`src/hsd_regs.svh`:
```
`ifndef HSD_REGS_SVH
`define HSD_REGS_SVH

// ****************************************
// Device register offsets, page 0
// ****************************************
`define P0_SOFT_RESET 7'h01
`define P0_FLAGS_A 7'h2A
`define P0_EVENT_FLAGS 7'h2C
`define P0_FLAGS_C 7'h2D
`define P0_LIVE_STATUS 7'h2E
`define P0_IRQ1_CFG 7'h30
`define P0_IRQ2_CFG 7'h31
`define P0_GPIO_CTL 7'h34
`define P0_DOUT_CTL 7'h35
`define P0_MISO_CTL 7'h37
`define P0_PLUG_CTL 7'h43
// ****************************************
// Device register offsets, page 1
// ****************************************
`define P1_CRUDE_CTL 7'h01
`define P1_ANALOG_CTL 7'h02
`define P1_REF_CTL 7'h7B
`define PAGE_SELECT 7'h00

// ****************************************
// Field positions
// ****************************************
`define SOFT_RESET_BIT 0
`define BTN_FLAG_BIT 5
`define PLUG_FLAG_BIT 4
`define OC_FLAG_BIT 3
`define DET_EN_BIT 1
`define TYPE_LSB 5
`define PULSE_SERIES_BIT 0
`define ANALOG_PD_BIT 3
`define CRUDE_OFF_BIT 3
`define REF_KEEP_BIT 2

// ****************************************
// Reset values
// ****************************************
`define ANALOG_PD_RST 1'b1
`define IRQ_CFG_RST 8'h00
`define PLUG_CTL_RST 5'h00
`define FAST_CHG_RST 2'h0

// ****************************************
// Timing
// ****************************************
`define CLK_HZ 40000000
`define PLUG_BASE_MS 32
`define BTN_BASE_MS 8
`define IRQ_PULSE_CYC 4

// ****************************************
// Host register offsets (Wishbone bytes)
// ****************************************
`define HOST_CMD 32'h0000_0000
`define HOST_STATUS 32'h0000_0004

`endif

```
`src/hsd_pkg.sv`:
```
`default_nettype none
package hsd_pkg;
    typedef logic [7:0] byte_t;
    typedef logic [6:0] reg_addr_t;
    typedef enum {H_IDLE, H_WAIT} host_state_t;
endpackage : hsd_pkg
`default_nettype wire

```
`src/hsd_link_if.sv`:
```
`timescale 1ns/1ps
`default_nettype none
interface hsd_link_if;
    import hsd_pkg::*;
    // Register access
    logic req;
    logic we;
    logic page;
    reg_addr_t addr;
    byte_t wdata;
    logic ack;
    byte_t rdata;
    // Output pins that may carry interrupts
    logic gpio_pin;
    logic dout_pin;
    logic miso_pin;

    modport dev (input req, we, page, addr, wdata, output ack, rdata, gpio_pin, dout_pin, miso_pin);
    modport host (output req, we, page, addr, wdata, input ack, rdata, gpio_pin, dout_pin, miso_pin);
endinterface : hsd_link_if
`default_nettype wire

```
`src/hsd_device.sv`:
```
// Chosen here: the Wishbone slave port.
`timescale 1ns/1ps
`default_nettype none
`include "hsd_regs.svh"

//Contract
// - Detection runs only while enable bit set
// - Plug debounce 32 to 512 ms selectable
// - Button debounce 8 to 32 ms selectable; code gives 32 ms while detecting, as the select shares bit1 with the enable
// - Live button and plug state readable
// - Button press latches sticky flag bit5
// - Plug insert or removal latches bit4
// - Sticky flags cleared only by read
// - Headset type reported after insertion
// - Detection needs analog supply and power
// - Two interrupts, separately configured
// - Any source combination triggers each interrupt
// - Interrupts routable to three output pins
// - Config bit0 selects pulse or series
// - Series runs until flag registers read
// - Reference follows analog block power
// - Keep bit holds reference powered
// - Fast charge selectable, off after reset
// - Software powers analog down on supply loss
// - Software enables crude generator without supply
// - Soft reset bit restores defaults
module hsd_device #(
    parameter int PLUG_BASE_CYC = `PLUG_BASE_MS * (`CLK_HZ / 1000),
    parameter int BTN_BASE_CYC = `BTN_BASE_MS * (`CLK_HZ / 1000),
    parameter int PULSE_CYC = `IRQ_PULSE_CYC,
    parameter int CNT_W = 25
) (
    // Clock and control
    input wire logic clk,
    input wire logic srst,
    input wire logic ce,
    // Link to host
    hsd_link_if.dev link,
    // Jack sense from pins
    input wire logic plug_sense,
    input wire logic button_sense,
    input wire logic [1:0] headset_type,
    // Supplies and analog state
    input wire logic analog_core_supply,
    input wire logic analog_blocks_on,
    // Other codec events, one-cycle pulses
    input wire logic drc_event,
    input wire logic agc_event,
    input wire logic overcurrent_event,
    input wire logic overflow_event,
    input wire logic measure_event,
    // Power control and interrupt outputs
    output logic ref_power_on,
    output logic [1:0] fast_charge_sel,
    output logic analog_power_down,
    output logic crude_gen_off,
    output logic first_irq_out,
    output logic second_irq_out
);
    import hsd_pkg::*;

    // Widest window must fit the counter, pulse phase must fit eight bits
    if (PLUG_BASE_CYC * 16 >= 2 ** CNT_W || BTN_BASE_CYC * 4 >= 2 ** CNT_W
            || PULSE_CYC < 1 || PULSE_CYC > 127) begin : g_bad_params
        $error("hsd_device: parameters out of range");
    end

    // ****************************************
    // Register state
    // ****************************************
    logic rst_all, sw_rst_r, page_r;
    logic [4:0] plug_ctl_r;
    logic [1:0] type_r, f42_r, f45_r;
    logic [2:0] f44_r;
    logic [7:0] cfg_r [2];
    logic [1:0] gpio_sel_r, dout_sel_r, miso_sel_r;
    logic ref_keep_r, ack_r;
    logic acc, wr, rd;
    byte_t rdata_r;

    assign rst_all = srst | sw_rst_r;
    assign acc = ce & link.req & ~ack_r;
    assign wr = acc & link.we;
    assign rd = acc & ~link.we;

    // ****************************************
    // Debounce, plug is ch0 and button ch1
    // ****************************************
    logic det_active;
    logic [1:0] raw_s1, raw_s2, stable_r, evt_r;
    logic [CNT_W-1:0] win [2];
    logic [2:0] plug_sel;
    logic [1:0] btn_sel;

    assign det_active = plug_ctl_r[`DET_EN_BIT] & analog_core_supply & ~analog_power_down;
    assign plug_sel = plug_ctl_r[4:2];
    assign btn_sel = plug_ctl_r[1:0]; // Shares bit1 with the enable
    assign win[0] = CNT_W'(PLUG_BASE_CYC) << ((plug_sel > 3'd4) ? 3'd4 : plug_sel);
    assign win[1] = CNT_W'(BTN_BASE_CYC) << ((btn_sel > 2'd2) ? 2'd2 : btn_sel);

    always_ff @(posedge clk) begin
        if (srst) begin
            raw_s1 <= 2'h0;
            raw_s2 <= 2'h0;
        end else if (ce) begin
            raw_s1 <= {button_sense, plug_sense};
            raw_s2 <= raw_s1;
        end
    end

    for (genvar i = 0; i < 2; i++) begin : g_dbc
        logic [CNT_W-1:0] cnt_r;
        always_ff @(posedge clk) begin
            if (rst_all || (ce && !det_active)) begin
                cnt_r <= '0;
                stable_r[i] <= 1'b0;
                evt_r[i] <= 1'b0;
            end else if (ce) begin
                evt_r[i] <= 1'b0;
                if (raw_s2[i] == stable_r[i]) begin
                    cnt_r <= '0;
                end else if (cnt_r >= win[i] - CNT_W'(1)) begin
                    cnt_r <= '0;
                    stable_r[i] <= raw_s2[i];
                    // Plug reports both edges, button only the press
                    evt_r[i] <= (i == 0) ? 1'b1 : raw_s2[i];
                end else begin
                    cnt_r <= cnt_r + CNT_W'(1);
                end
            end
        end
    end

    // ****************************************
    // Sticky flags
    // ****************************************
    logic clr42, clr44, clr45;
    logic [6:0] src;

    assign clr42 = rd && !page_r && link.addr == `P0_FLAGS_A;
    assign clr44 = rd && !page_r && link.addr == `P0_EVENT_FLAGS;
    assign clr45 = rd && !page_r && link.addr == `P0_FLAGS_C;
    assign src = {evt_r[0], evt_r[1], drc_event & ce, agc_event & ce,
                  overcurrent_event & ce, overflow_event & ce, measure_event & ce};

    always_ff @(posedge clk) begin
        if (rst_all) begin
            f42_r <= 2'h0;
            f44_r <= 3'h0;
            f45_r <= 2'h0;
        end else if (ce) begin
            f42_r <= (f42_r & {2{~clr42}}) | {src[3], src[4]};
            f44_r <= (f44_r & {3{~clr44}}) | {src[5], src[6], src[2]};
            f45_r <= (f45_r & {2{~clr45}}) | {src[0], src[1]};
        end
    end

    always_ff @(posedge clk) begin
        if (rst_all) begin
            type_r <= 2'h0;
        end else if (ce && evt_r[0] && raw_s2[0]) begin
            type_r <= headset_type;
        end
    end

    // ****************************************
    // Interrupt generators
    // ****************************************
    logic [1:0] irq_r;
    for (genvar k = 0; k < 2; k++) begin : g_irq
        logic trig, ser_r;
        logic [7:0] pw_r, ph_r;
        assign trig = |(src & cfg_r[k][7:1]);
        always_ff @(posedge clk) begin
            if (rst_all) begin
                ser_r <= 1'b0;
                pw_r <= 8'h00;
                ph_r <= 8'h00;
                irq_r[k] <= 1'b0;
            end else if (ce) begin
                // New trigger wins over a clearing read
                if (trig && cfg_r[k][`PULSE_SERIES_BIT]) begin
                    ser_r <= 1'b1;
                end else if (clr42 || clr44 || clr45) begin
                    ser_r <= 1'b0;
                end
                if (trig && !cfg_r[k][`PULSE_SERIES_BIT]) begin
                    pw_r <= 8'(PULSE_CYC);
                end else if (pw_r != 8'h00) begin
                    pw_r <= pw_r - 8'h01;
                end
                // A stopped series still finishes the pulse in progress
                ph_r <= ((!ser_r && ph_r == 8'h00) || ph_r == 8'(2 * PULSE_CYC - 1)) ? 8'h00
                        : ph_r + 8'h01;
                irq_r[k] <= (pw_r != 8'h00)
                            || ((ser_r || ph_r != 8'h00) && ph_r < 8'(PULSE_CYC));
            end
        end
    end

    function automatic logic pin_mux(input logic [1:0] sel, input logic [1:0] irq);
        return (sel == 2'd1) ? irq[0] : (sel == 2'd2) ? irq[1] : 1'b0;
    endfunction : pin_mux

    always_ff @(posedge clk) begin
        if (rst_all) begin
            link.gpio_pin <= 1'b0;
            link.dout_pin <= 1'b0;
            link.miso_pin <= 1'b0;
            first_irq_out <= 1'b0;
            second_irq_out <= 1'b0;
        end else if (ce) begin
            link.gpio_pin <= pin_mux(gpio_sel_r, irq_r);
            link.dout_pin <= pin_mux(dout_sel_r, irq_r);
            link.miso_pin <= pin_mux(miso_sel_r, irq_r);
            first_irq_out <= irq_r[0];
            second_irq_out <= irq_r[1];
        end
    end

    // ****************************************
    // Register writes
    // ****************************************
    always_ff @(posedge clk) begin
        if (srst) begin
            sw_rst_r <= 1'b0;
        end else if (ce) begin
            sw_rst_r <= wr && !page_r && link.addr == `P0_SOFT_RESET
                        && link.wdata[`SOFT_RESET_BIT];
        end
    end

    always_ff @(posedge clk) begin
        if (rst_all) begin
            page_r <= 1'b0;
            plug_ctl_r <= `PLUG_CTL_RST;
            cfg_r[0] <= `IRQ_CFG_RST;
            cfg_r[1] <= `IRQ_CFG_RST;
            gpio_sel_r <= 2'h0;
            dout_sel_r <= 2'h0;
            miso_sel_r <= 2'h0;
            crude_gen_off <= 1'b0;
            analog_power_down <= `ANALOG_PD_RST;
            ref_keep_r <= 1'b0;
            fast_charge_sel <= `FAST_CHG_RST;
        end else if (wr) begin
            if (link.addr == `PAGE_SELECT) page_r <= link.wdata[0];
            else if (!page_r) begin
                unique case (link.addr)
                    `P0_IRQ1_CFG: cfg_r[0] <= link.wdata;
                    `P0_IRQ2_CFG: cfg_r[1] <= link.wdata;
                    `P0_GPIO_CTL: gpio_sel_r <= link.wdata[1:0];
                    `P0_DOUT_CTL: dout_sel_r <= link.wdata[1:0];
                    `P0_MISO_CTL: miso_sel_r <= link.wdata[1:0];
                    `P0_PLUG_CTL: plug_ctl_r <= link.wdata[4:0];
                    default: ;
                endcase
            end else begin
                unique case (link.addr)
                    `P1_CRUDE_CTL: crude_gen_off <= link.wdata[`CRUDE_OFF_BIT];
                    `P1_ANALOG_CTL: analog_power_down <= link.wdata[`ANALOG_PD_BIT];
                    `P1_REF_CTL: begin
                        ref_keep_r <= link.wdata[`REF_KEEP_BIT];
                        fast_charge_sel <= link.wdata[1:0];
                    end
                    default: ;
                endcase
            end
        end
    end

    always_ff @(posedge clk) begin
        if (rst_all) begin
            ref_power_on <= 1'b0;
        end else if (ce) begin
            ref_power_on <= ref_keep_r | (~analog_power_down & (analog_blocks_on | det_active));
        end
    end

    // ****************************************
    // Link answer, one cycle after request
    // ****************************************
    always_ff @(posedge clk) begin
        if (srst) begin
            ack_r <= 1'b0;
            rdata_r <= 8'h00;
        end else if (ce) begin
            ack_r <= acc;
            if (rd) begin
                rdata_r <= 8'h00;
                if (link.addr == `PAGE_SELECT) rdata_r <= {7'h00, page_r};
                else if (!page_r) begin
                    unique case (link.addr)
                        `P0_FLAGS_A: rdata_r <= {6'h00, f42_r};
                        `P0_EVENT_FLAGS: rdata_r <= {2'h0, f44_r, 3'h0};
                        `P0_FLAGS_C: rdata_r <= {6'h00, f45_r};
                        `P0_LIVE_STATUS: rdata_r <= {2'h0, stable_r[1], stable_r[0], 4'h0};
                        `P0_IRQ1_CFG: rdata_r <= cfg_r[0];
                        `P0_IRQ2_CFG: rdata_r <= cfg_r[1];
                        `P0_GPIO_CTL: rdata_r <= {6'h00, gpio_sel_r};
                        `P0_DOUT_CTL: rdata_r <= {6'h00, dout_sel_r};
                        `P0_MISO_CTL: rdata_r <= {6'h00, miso_sel_r};
                        `P0_PLUG_CTL: rdata_r <= {1'b0, type_r, plug_ctl_r};
                        default: ;
                    endcase
                end else begin
                    unique case (link.addr)
                        `P1_CRUDE_CTL: rdata_r <= {4'h0, crude_gen_off, 3'h0};
                        `P1_ANALOG_CTL: rdata_r <= {4'h0, analog_power_down, 3'h0};
                        `P1_REF_CTL: rdata_r <= {5'h00, ref_keep_r, fast_charge_sel};
                        default: ;
                    endcase
                end
            end
        end
    end

    assign link.ack = ack_r;
    assign link.rdata = rdata_r;
endmodule : hsd_device
`default_nettype wire

```
`src/flat_wrapper.sv`:
```
// flat-port wrapper written by rule: the top's interface ports become plain ports
module hsd_device_flat import hsd_pkg::*;
#(
    parameter int PLUG_BASE_CYC = `PLUG_BASE_MS * (`CLK_HZ / 1000),
    parameter int BTN_BASE_CYC = `BTN_BASE_MS * (`CLK_HZ / 1000),
    parameter int PULSE_CYC = `IRQ_PULSE_CYC,
    parameter int CNT_W = 25
)
  (clk, srst, ce, plug_sense, button_sense, headset_type, analog_core_supply, analog_blocks_on, drc_event, agc_event, overcurrent_event, overflow_event, measure_event, ref_power_on, fast_charge_sel, analog_power_down, crude_gen_off, first_irq_out, second_irq_out, link_req, link_we, link_page, link_addr, link_wdata, link_ack, link_rdata, link_gpio_pin, link_dout_pin, link_miso_pin);
  hsd_link_if link_i ();
  input wire logic clk;
  input wire logic srst;
  input wire logic ce;
  input wire logic plug_sense;
  input wire logic button_sense;
  input wire logic [1:0] headset_type;
  input wire logic analog_core_supply;
  input wire logic analog_blocks_on;
  input wire logic drc_event;
  input wire logic agc_event;
  input wire logic overcurrent_event;
  input wire logic overflow_event;
  input wire logic measure_event;
  output logic ref_power_on;
  output logic [1:0] fast_charge_sel;
  output logic analog_power_down;
  output logic crude_gen_off;
  output logic first_irq_out;
  output logic second_irq_out;
  input wire logic [$bits(link_i.req)-1:0] link_req;
  input wire logic [$bits(link_i.we)-1:0] link_we;
  input wire logic [$bits(link_i.page)-1:0] link_page;
  input wire logic [$bits(link_i.addr)-1:0] link_addr;
  input wire logic [$bits(link_i.wdata)-1:0] link_wdata;
  output wire logic [$bits(link_i.ack)-1:0] link_ack;
  output wire logic [$bits(link_i.rdata)-1:0] link_rdata;
  output wire logic [$bits(link_i.gpio_pin)-1:0] link_gpio_pin;
  output wire logic [$bits(link_i.dout_pin)-1:0] link_dout_pin;
  output wire logic [$bits(link_i.miso_pin)-1:0] link_miso_pin;
  assign link_i.req = link_req;
  assign link_i.we = link_we;
  assign link_i.page = link_page;
  assign link_i.addr = link_addr;
  assign link_i.wdata = link_wdata;
  assign link_ack = link_i.ack;
  assign link_rdata = link_i.rdata;
  assign link_gpio_pin = link_i.gpio_pin;
  assign link_dout_pin = link_i.dout_pin;
  assign link_miso_pin = link_i.miso_pin;
  hsd_device #(.PLUG_BASE_CYC(PLUG_BASE_CYC), .BTN_BASE_CYC(BTN_BASE_CYC), .PULSE_CYC(PULSE_CYC), .CNT_W(CNT_W)) u_core (.clk(clk), .srst(srst), .ce(ce), .link(link_i), .plug_sense(plug_sense), .button_sense(button_sense), .headset_type(headset_type), .analog_core_supply(analog_core_supply), .analog_blocks_on(analog_blocks_on), .drc_event(drc_event), .agc_event(agc_event), .overcurrent_event(overcurrent_event), .overflow_event(overflow_event), .measure_event(measure_event), .ref_power_on(ref_power_on), .fast_charge_sel(fast_charge_sel), .analog_power_down(analog_power_down), .crude_gen_off(crude_gen_off), .first_irq_out(first_irq_out), .second_irq_out(second_irq_out));
endmodule
```
`config.mk`:
```
export PLATFORM = sky130hd
export DESIGN_NAME = hsd_device_flat
export DESIGN_NICKNAME = d
export VERILOG_FILES = /design/src/hsd_pkg.sv /design/src/hsd_link_if.sv /design/src/hsd_device.sv /design/src/flat_wrapper.sv
export VERILOG_INCLUDE_DIRS = /design/src
export SDC_FILE = /design/constraint.sdc
export NUM_CORES = 1
export LEC_CHECK = 0
export BUFFER_PORTS_ARGS = -buffer_cell sky130_fd_sc_hd__buf_2
export CAP_MARGIN = 20
export CORE_MARGIN = 3
export CORE_UTILIZATION = 60
export DETAILED_ROUTE_END_ITERATION = 12
export MAX_ROUTING_LAYER = met4
export PLACE_DENSITY_LB_ADDON = 0.3
export SLEW_MARGIN = 20
export SYNTH_ARGS = -nofsm -noshare
export SYNTH_HDL_FRONTEND = slang
export SYNTH_SLANG_ARGS = --single-unit
```
`constraint.sdc`:
```
create_clock -name clk -period 8.3 [get_ports clk]
set_input_delay 1.66 -clock clk [delete_from_list [all_inputs] [get_ports clk]]
set_output_delay 1.66 -clock clk [all_outputs]
set_load 0.01 [all_outputs]
```
After elaboration in Yosys (flattened, before gate mapping)
Memories as Yosys holds them, arrays and structs flattened.
Index checks and enable logic that the tools add are counted.
Widths: inputs -> output; s select.
{"block": "word_totals", "mem_bits_rw": 16, "input_bits": 32, "mem_count": 1, "word_cells": 219, "output_inout_bits": 19, "ff_bits": 136}
{"memory": "u_core.cfg_r", "words": 2, "width": 8, "read_ports": 2, "rd_ports_with_merged_regs": 0, "wr": 2, "line_no": "hsd_device.sv:75", "source": "logic [7:0] cfg_r [2];"}
{"block": "op_classes", "n_lt_le_gt_ge": 6, "n_mux": 45, "shift": 2, "n_eq_ne": 23, "reduce_logical": 61, "addsub": 8, "bitwise_logic": 35}
{"cell": "$mux 25", "count": 4}
{"cell": "$mux 8", "count": 10}
{"cell": "$pmux 8 s10", "count": 1}
{"cell": "$eq 7x6->1 const B", "count": 9}
{"cell": "$add 25x1->25 const B", "count": 2}
{"cell": "$ge 25x25->1", "count": 2}
{"cell": "$sub 25x1->25 const B", "count": 2}
{"cell": "$reduce_bool 8->1", "count": 4}
{"cell": "$reduce_and 4->1", "count": 7}
{"cell": "$mux 1", "count": 27}
{"cell": "$shl 19x2->25 const A", "count": 1}
{"cell": "$shl 21x3->25 const A", "count": 1}
{"cell": "$logic_and 1x1->1", "count": 18}
{"cell": "$add 8x1->8 const B", "count": 2}
{"cell": "$eq 8x3->1 const B", "count": 2}
{"cell": "$logic_not 8->1", "count": 2}
{"cell": "$lt 8x3->1 const B", "count": 2}
{"cell": "$sub 8x1->8 const B", "count": 2}
{"cell": "$and 7x7->7", "count": 2}
{"cell": "$eq 7x7->1 const B", "count": 2}
{"cell": "$reduce_or 7->1", "count": 2}
{"cell": "$and 1x1->1", "count": 12}
{"cell": "$pmux 4 s3", "count": 1}
{"cell": "$reduce_and 2->1", "count": 6}
{"cell": "other kinds (20)", "count": 57}

Longest topological paths before layout
{"block": "depth", "word_depth": 9, "mapped_depth": 17, "mapped_depth_nobuf": 14}

Worst setup path before layout
Ideal clock, no wire load.
{"block": "synth_timing", "path_kind": "input to register", "start": "input link_addr[3]", "end": "memory u_core.cfg_r[0][0], enable pin", "setup_ns": 0.387, "path_slack_ns": 4.828, "t_arrival_ns": 3.085, "required_time_ns": 7.913, "n_path_buf": 1, "cell_stages": 6, "cell_sequence": "buf_4 -> nor4_4 -> and3_1 -> nor3_1 -> nand2_1 -> o31ai_1"}
{"element": "start, declared", "line_no": "flat_wrapper.sv:33", "source": "input wire logic [$bits(link_i.addr)-1:0] link_addr;"}
{"element": "end, declared", "line_no": "hsd_device.sv:75"}

Worst setup path after layout
{"block": "layout_timing", "start": "input srst", "end": "register u_core.g_dbc[1].cnt_r[9]"}
{"block": "layout_via", "elab_chain_len": 2}
{"element": "start, declared", "line_no": "flat_wrapper.sv:12", "source": "input wire logic srst;"}
{"element": "$or 1x1->1", "line_no": "hsd_device.sv:81", "source": "assign rst_all = srst | sw_rst_r;"}
{"element": "$logic_or 1x1->1", "line_no": "hsd_device.sv:114", "source": "if (rst_all || (ce && !det_active)) begin"}
{"element": "end signal, assigned", "line_no": "hsd_device.sv:128", "source": "cnt_r <= cnt_r + CNT_W'(1);"}
{"element": "end, declared", "line_no": "hsd_device.sv:112", "source": "logic [CNT_W-1:0] cnt_r;"}
Every way passes these cells.
A chain may end at the register's enable or synchronous reset.

==> summary.md <==
| Metric | Value |
|---|---|
| # diodes | 0 |
| Critical path type | input pin to register |
| CTS sink cnt | 152 |
| Gr ovfl total | 0 |
| Clk pwr share | 0.405 |
| Area Overhead vs Synth | 11.0% |
| Setup tns final | 0 ps |
| Req. time, crit path | 8640 ps |
| Cell Area, Synth | 8080 µm² |
| Initial antenna violation count | 0 |
| CP endpoint kind | register |
| Flop and latch count out of synthesis | 152 |
| Post-CTS Setup Inserts | 0 |
| Pwr Density | 208 nW/µm² |
| Worst R2R Start | u_core.plug_ctl_r[4]$_SDFFE_PP0P_ |
| Num CTS Buffers | 17 |
| All-Layer GR Usage | 0.275 |
| Dominant cells by area after synthesis | dfxtp_1, edfxtp_1, ha_1, nor2_1, mux2i_1 |
| RSZ-0062 raised after global routing | false |
| FF-to-FF path depth | 14 |
| Register area share after synthesis | 0.397 |
| Synth Area in Compound Gates | 0.157 |
| Fin cells | 1154 |
| Fin worst setup slack | 4250 ps |
| Final setup vio count | 0 |
| Hold Path Origin | u_core.g_dbc[0].cnt_r[10]$_SDFFE_PP0P_ |
| Worst Path Max Fanout | 17 |
| Synth Area in Simple Gates | 0.258 |
| Final Critical Period | 4050 ps |
| Hold slack final | 462 ps |
| Largest family of logic cells by synthesized area | simple AND/OR/NAND/NOR gates |
| Die Height | 122 µm |
| Worst-Skew Late Latency | 430 ps |
| Leak | 3.41 nW |
| Pint | 1.35 mW |
| Clock buffer depth | 2 |
| Vias | 7052 |
| Global-route wire length before repair | 31700 µm |
| Highest clock rate | 247 MHz |
| Post-CTS Hold Buffers | 0 |
| Ys flop type | dfxtp_1 |
| Worst-Margin Slew | 1030 ps |
| Vias/cell | 6.11 |
| VDD IR-drop max | 0.217 mV |
| Switch Pwr | 513 µW |
| Layout Utilization | 0.696 |
| Share of post-route cells with drive strength above 1 | 0.115 |
| Number of global-route vias before repair | 6417 |
| Final hold violations | 0 |
| Antenna viol nets, final | 0 |
| Slew Limit Fails | 0 |
| Max-cap check violation count | 0 |
| Seq pwr share | 0.450 |
| DR pass1 iterations | 5 |
| Gpl congestion | 0.946 |
| Status | finished clean |
| Starting Density | 0.627 |
| CP Launch Type | input pin |
| Hold path endpoint | u_core.g_dbc[0].cnt_r[10]$_SDFFE_PP0P_ |
| Top cell family by delay on the critical path | simple AND/OR/NAND/NOR gates |
| Most instantiated library cell after synthesis | dfxtp_1 |
| Slowest stage delay, CP | 870 ps |
| Largest net degree at the start of global routing | 49 |
| # rows | 41 |
| Sw Ratio | 0.275 |
| Area of the core | 12900 µm² |
| Final HPWL DP | 13300 µm |
| Drt total wl | 19200 µm |
| Placed cell count | 1122 |
| Skew final | 7.41 ps |
| Area leader, netlist | dfxtp_1 |
| Synthesis Warnings | 0 |
| Area of the die | 14900 µm² |
| Top cell type's share of synthesized area | 0.337 |
| Root Buffer Master | clkbuf_16 |
| # DRC | 0 |
| Critical path arrival | 4390 ps |
| Drt initial violations | 763 |
| Critical path's slowest cell | nor4_4 |
| I/O pin cnt | 51 |
| Unique cell type count in the Yosys netlist | 74 |
| Clock transition at path regs | 60 ps |
| H-tree depth | 4 |
| Post-Synth Adder-Cell Area | 0.0589 |
| Worst reg2reg setup slack | 4280 ps |
| Mean post-synth cell area | 8.63 µm² |
| Chain of cells forming the critical path | buf_2 -> nor2_1 -> nand4_1 -> nor4_4 -> o21ai_0 -> a31oi_1 |
| Syn Nets | 1006 |
| Async S/R FF share, synth | 0 |
| Hold Path Depth | 1 |
| Die Width | 122 µm |
| Proportion of synthesized area in mux cells | 0.0460 |
| Relative slew margins | 0.309 |
| Place WS | 3830 ps |
| CTS tree | done |
| Post-synthesis xor/xnor area fraction | 0.0434 |
| Min-delay worst type | register to register |
| Tcrit/Tclk final | 0.488 |
| Fillers | 1005 |
| RR Endpoint | u_core.g_dbc[0].cnt_r[18]$_SDFFE_PP0P_ |
| Syn Inst Count | 936 |
| CP Buf/Inv Count | 1 |
| Post-DR wirelength/cell | 16.6 µm |
| Combinational share of power | 0.145 |
| EDFF count, synth | 16 |
| Commonest cells in the netlist | dfxtp_1, nor2_1, nand2_1 |
| IO Port Bufs | 49 |
| Fin nets | 1039 |
| CTS resizes | 0 |
sequential cells by signal (all words and copies together) (netlist names), 3 cells and up:
| signal | count |
|---|---|
| u_core.cfg_r | 16 |
| u_core.f44_r | 3 |
| u_core.g_dbc.cnt_r | 50 |
| u_core.g_irq.ph_r | 16 |
| u_core.g_irq.pw_r | 16 |
| u_core.link.rdata | 8 |
| u_core.plug_ctl_r | 5 |
metrics by stage:
stage / cell area [µm²] / total power [mW]
6_report: 8970 / 1.86
5_1_grt: 8970 / 1.95
4_1_cts: 8970 / 1.87
3_5_place_dp: 8380 / 1.12
3_3_place_gp: 8380 / 1.11
2_1_floorplan: 8080 / 1.05
layer usage:
| layer | up-vias | share of wire | GRT usage |
|---|---|---|---|
| met5 | - | 0 | - |
| met4 | 0 | 0.021 | 0.0889 |
| met3 | 31 | 0.073 | 0.0622 |
| met2 | 267 | 0.45 | 0.408 |
| met1 | 3303 | 0.46 | 0.374 |
| li1 | 3451 | - | - |
logic make-up after synthesis:
family / Yosys count
compound gates: 200
xor+xnor: 40
fa+ha+maj: 38
buf+inv: 75
flops: 152
mux: 37
other cells: 1
simple gates: 393
power by group through the flow:
| stage | registers, mW | clock network, mW | logic (mW) |
|---|---|---|---|
| 5_1_grt | 0.845 | 0.798 | 0.306 |
| 6_report | 0.838 | 0.754 | 0.270 |
| 2_1_floorplan | 0.842 | 0 | 0.213 |
| 3_5_place_dp | 0.852 | 0 | 0.268 |
| 3_3_place_gp | 0.850 | 0 | 0.261 |
| 4_1_cts | 0.837 | 0.762 | 0.270 |
how the worst max path moves through the flow:
stage | start | endpoint | slack, ps | cells after the start
floorplan | link_addr[3] | u_core.cfg_r[0][0]$_DFFE_PP_ | 4830 | 6
global placement | srst | u_core.g_dbc[1].cnt_r[20]$_SDFFE_PP0P_ | 3880 | 6
detailed placement | srst | u_core.g_dbc[1].cnt_r[20]$_SDFFE_PP0P_ | 3830 | 6
CTS | srst | u_core.g_dbc[1].cnt_r[20]$_SDFFE_PP0P_ | 4290 | 6
global route | u_core.plug_ctl_r[4]$_SDFFE_PP0P_ | u_core.g_dbc[0].cnt_r[9]$_SDFFE_PP0P_ | 3910 | 14
finish | srst | u_core.g_dbc[1].cnt_r[9]$_SDFFE_PP0P_ | 4250 | 6
layout make-up:
class,instances,area [µm²],area share
clock buffers,20,467,0.0521
repair buffers,53,275,0.0307
flip-flops and latches,152,3200,0.357
clock inverters,12,118,0.0131
multi-input cells,709,4550,0.508
inverters,36,135,0.0151
well taps,172,215,0.0240
worst register-to-register path, delay by kind of cell, from the launching register on:
| kind | cells | cell delay [ps] |
|---|---|---|
| compound gates | 6 | 1470 |
| buf+inv | 2 | 310 |
| simple gates | 4 | 1030 |
| fa+ha+maj | 2 | 520 |
| flops | 1 | 620 |
cells in the final DEF (no fill, tap or decap), drive strengths merged, types with 4 or more instances in the layout:
| cell type | count |
|---|---|
| nand4 | 17 |
| nand2 | 83 |
| a32oi | 4 |
| a22oi | 16 |
| mux2i | 36 |
| o21ai | 46 |
| o211ai | 6 |
| or3 | 16 |
| clkinv | 8 |
| nand3b | 14 |
| nor3 | 23 |
| nor4 | 17 |
| a22o | 8 |
| a21o | 10 |
| xnor2 | 19 |
| edfxtp | 16 |
| ha | 38 |
| nand3 | 53 |
| buf | 53 |
| inv | 38 |
| clkbuf | 20 |
| nor2b | 9 |
| xor2 | 21 |
| dfxtp | 136 |
| nand2b | 9 |
| and3 | 12 |
| or2 | 6 |
| nor2 | 106 |
| and2 | 11 |
| a211oi | 9 |
| a31oi | 13 |
| a21oi | 64 |
| or4 | 7 |
(Power assumes the default switching activity.)
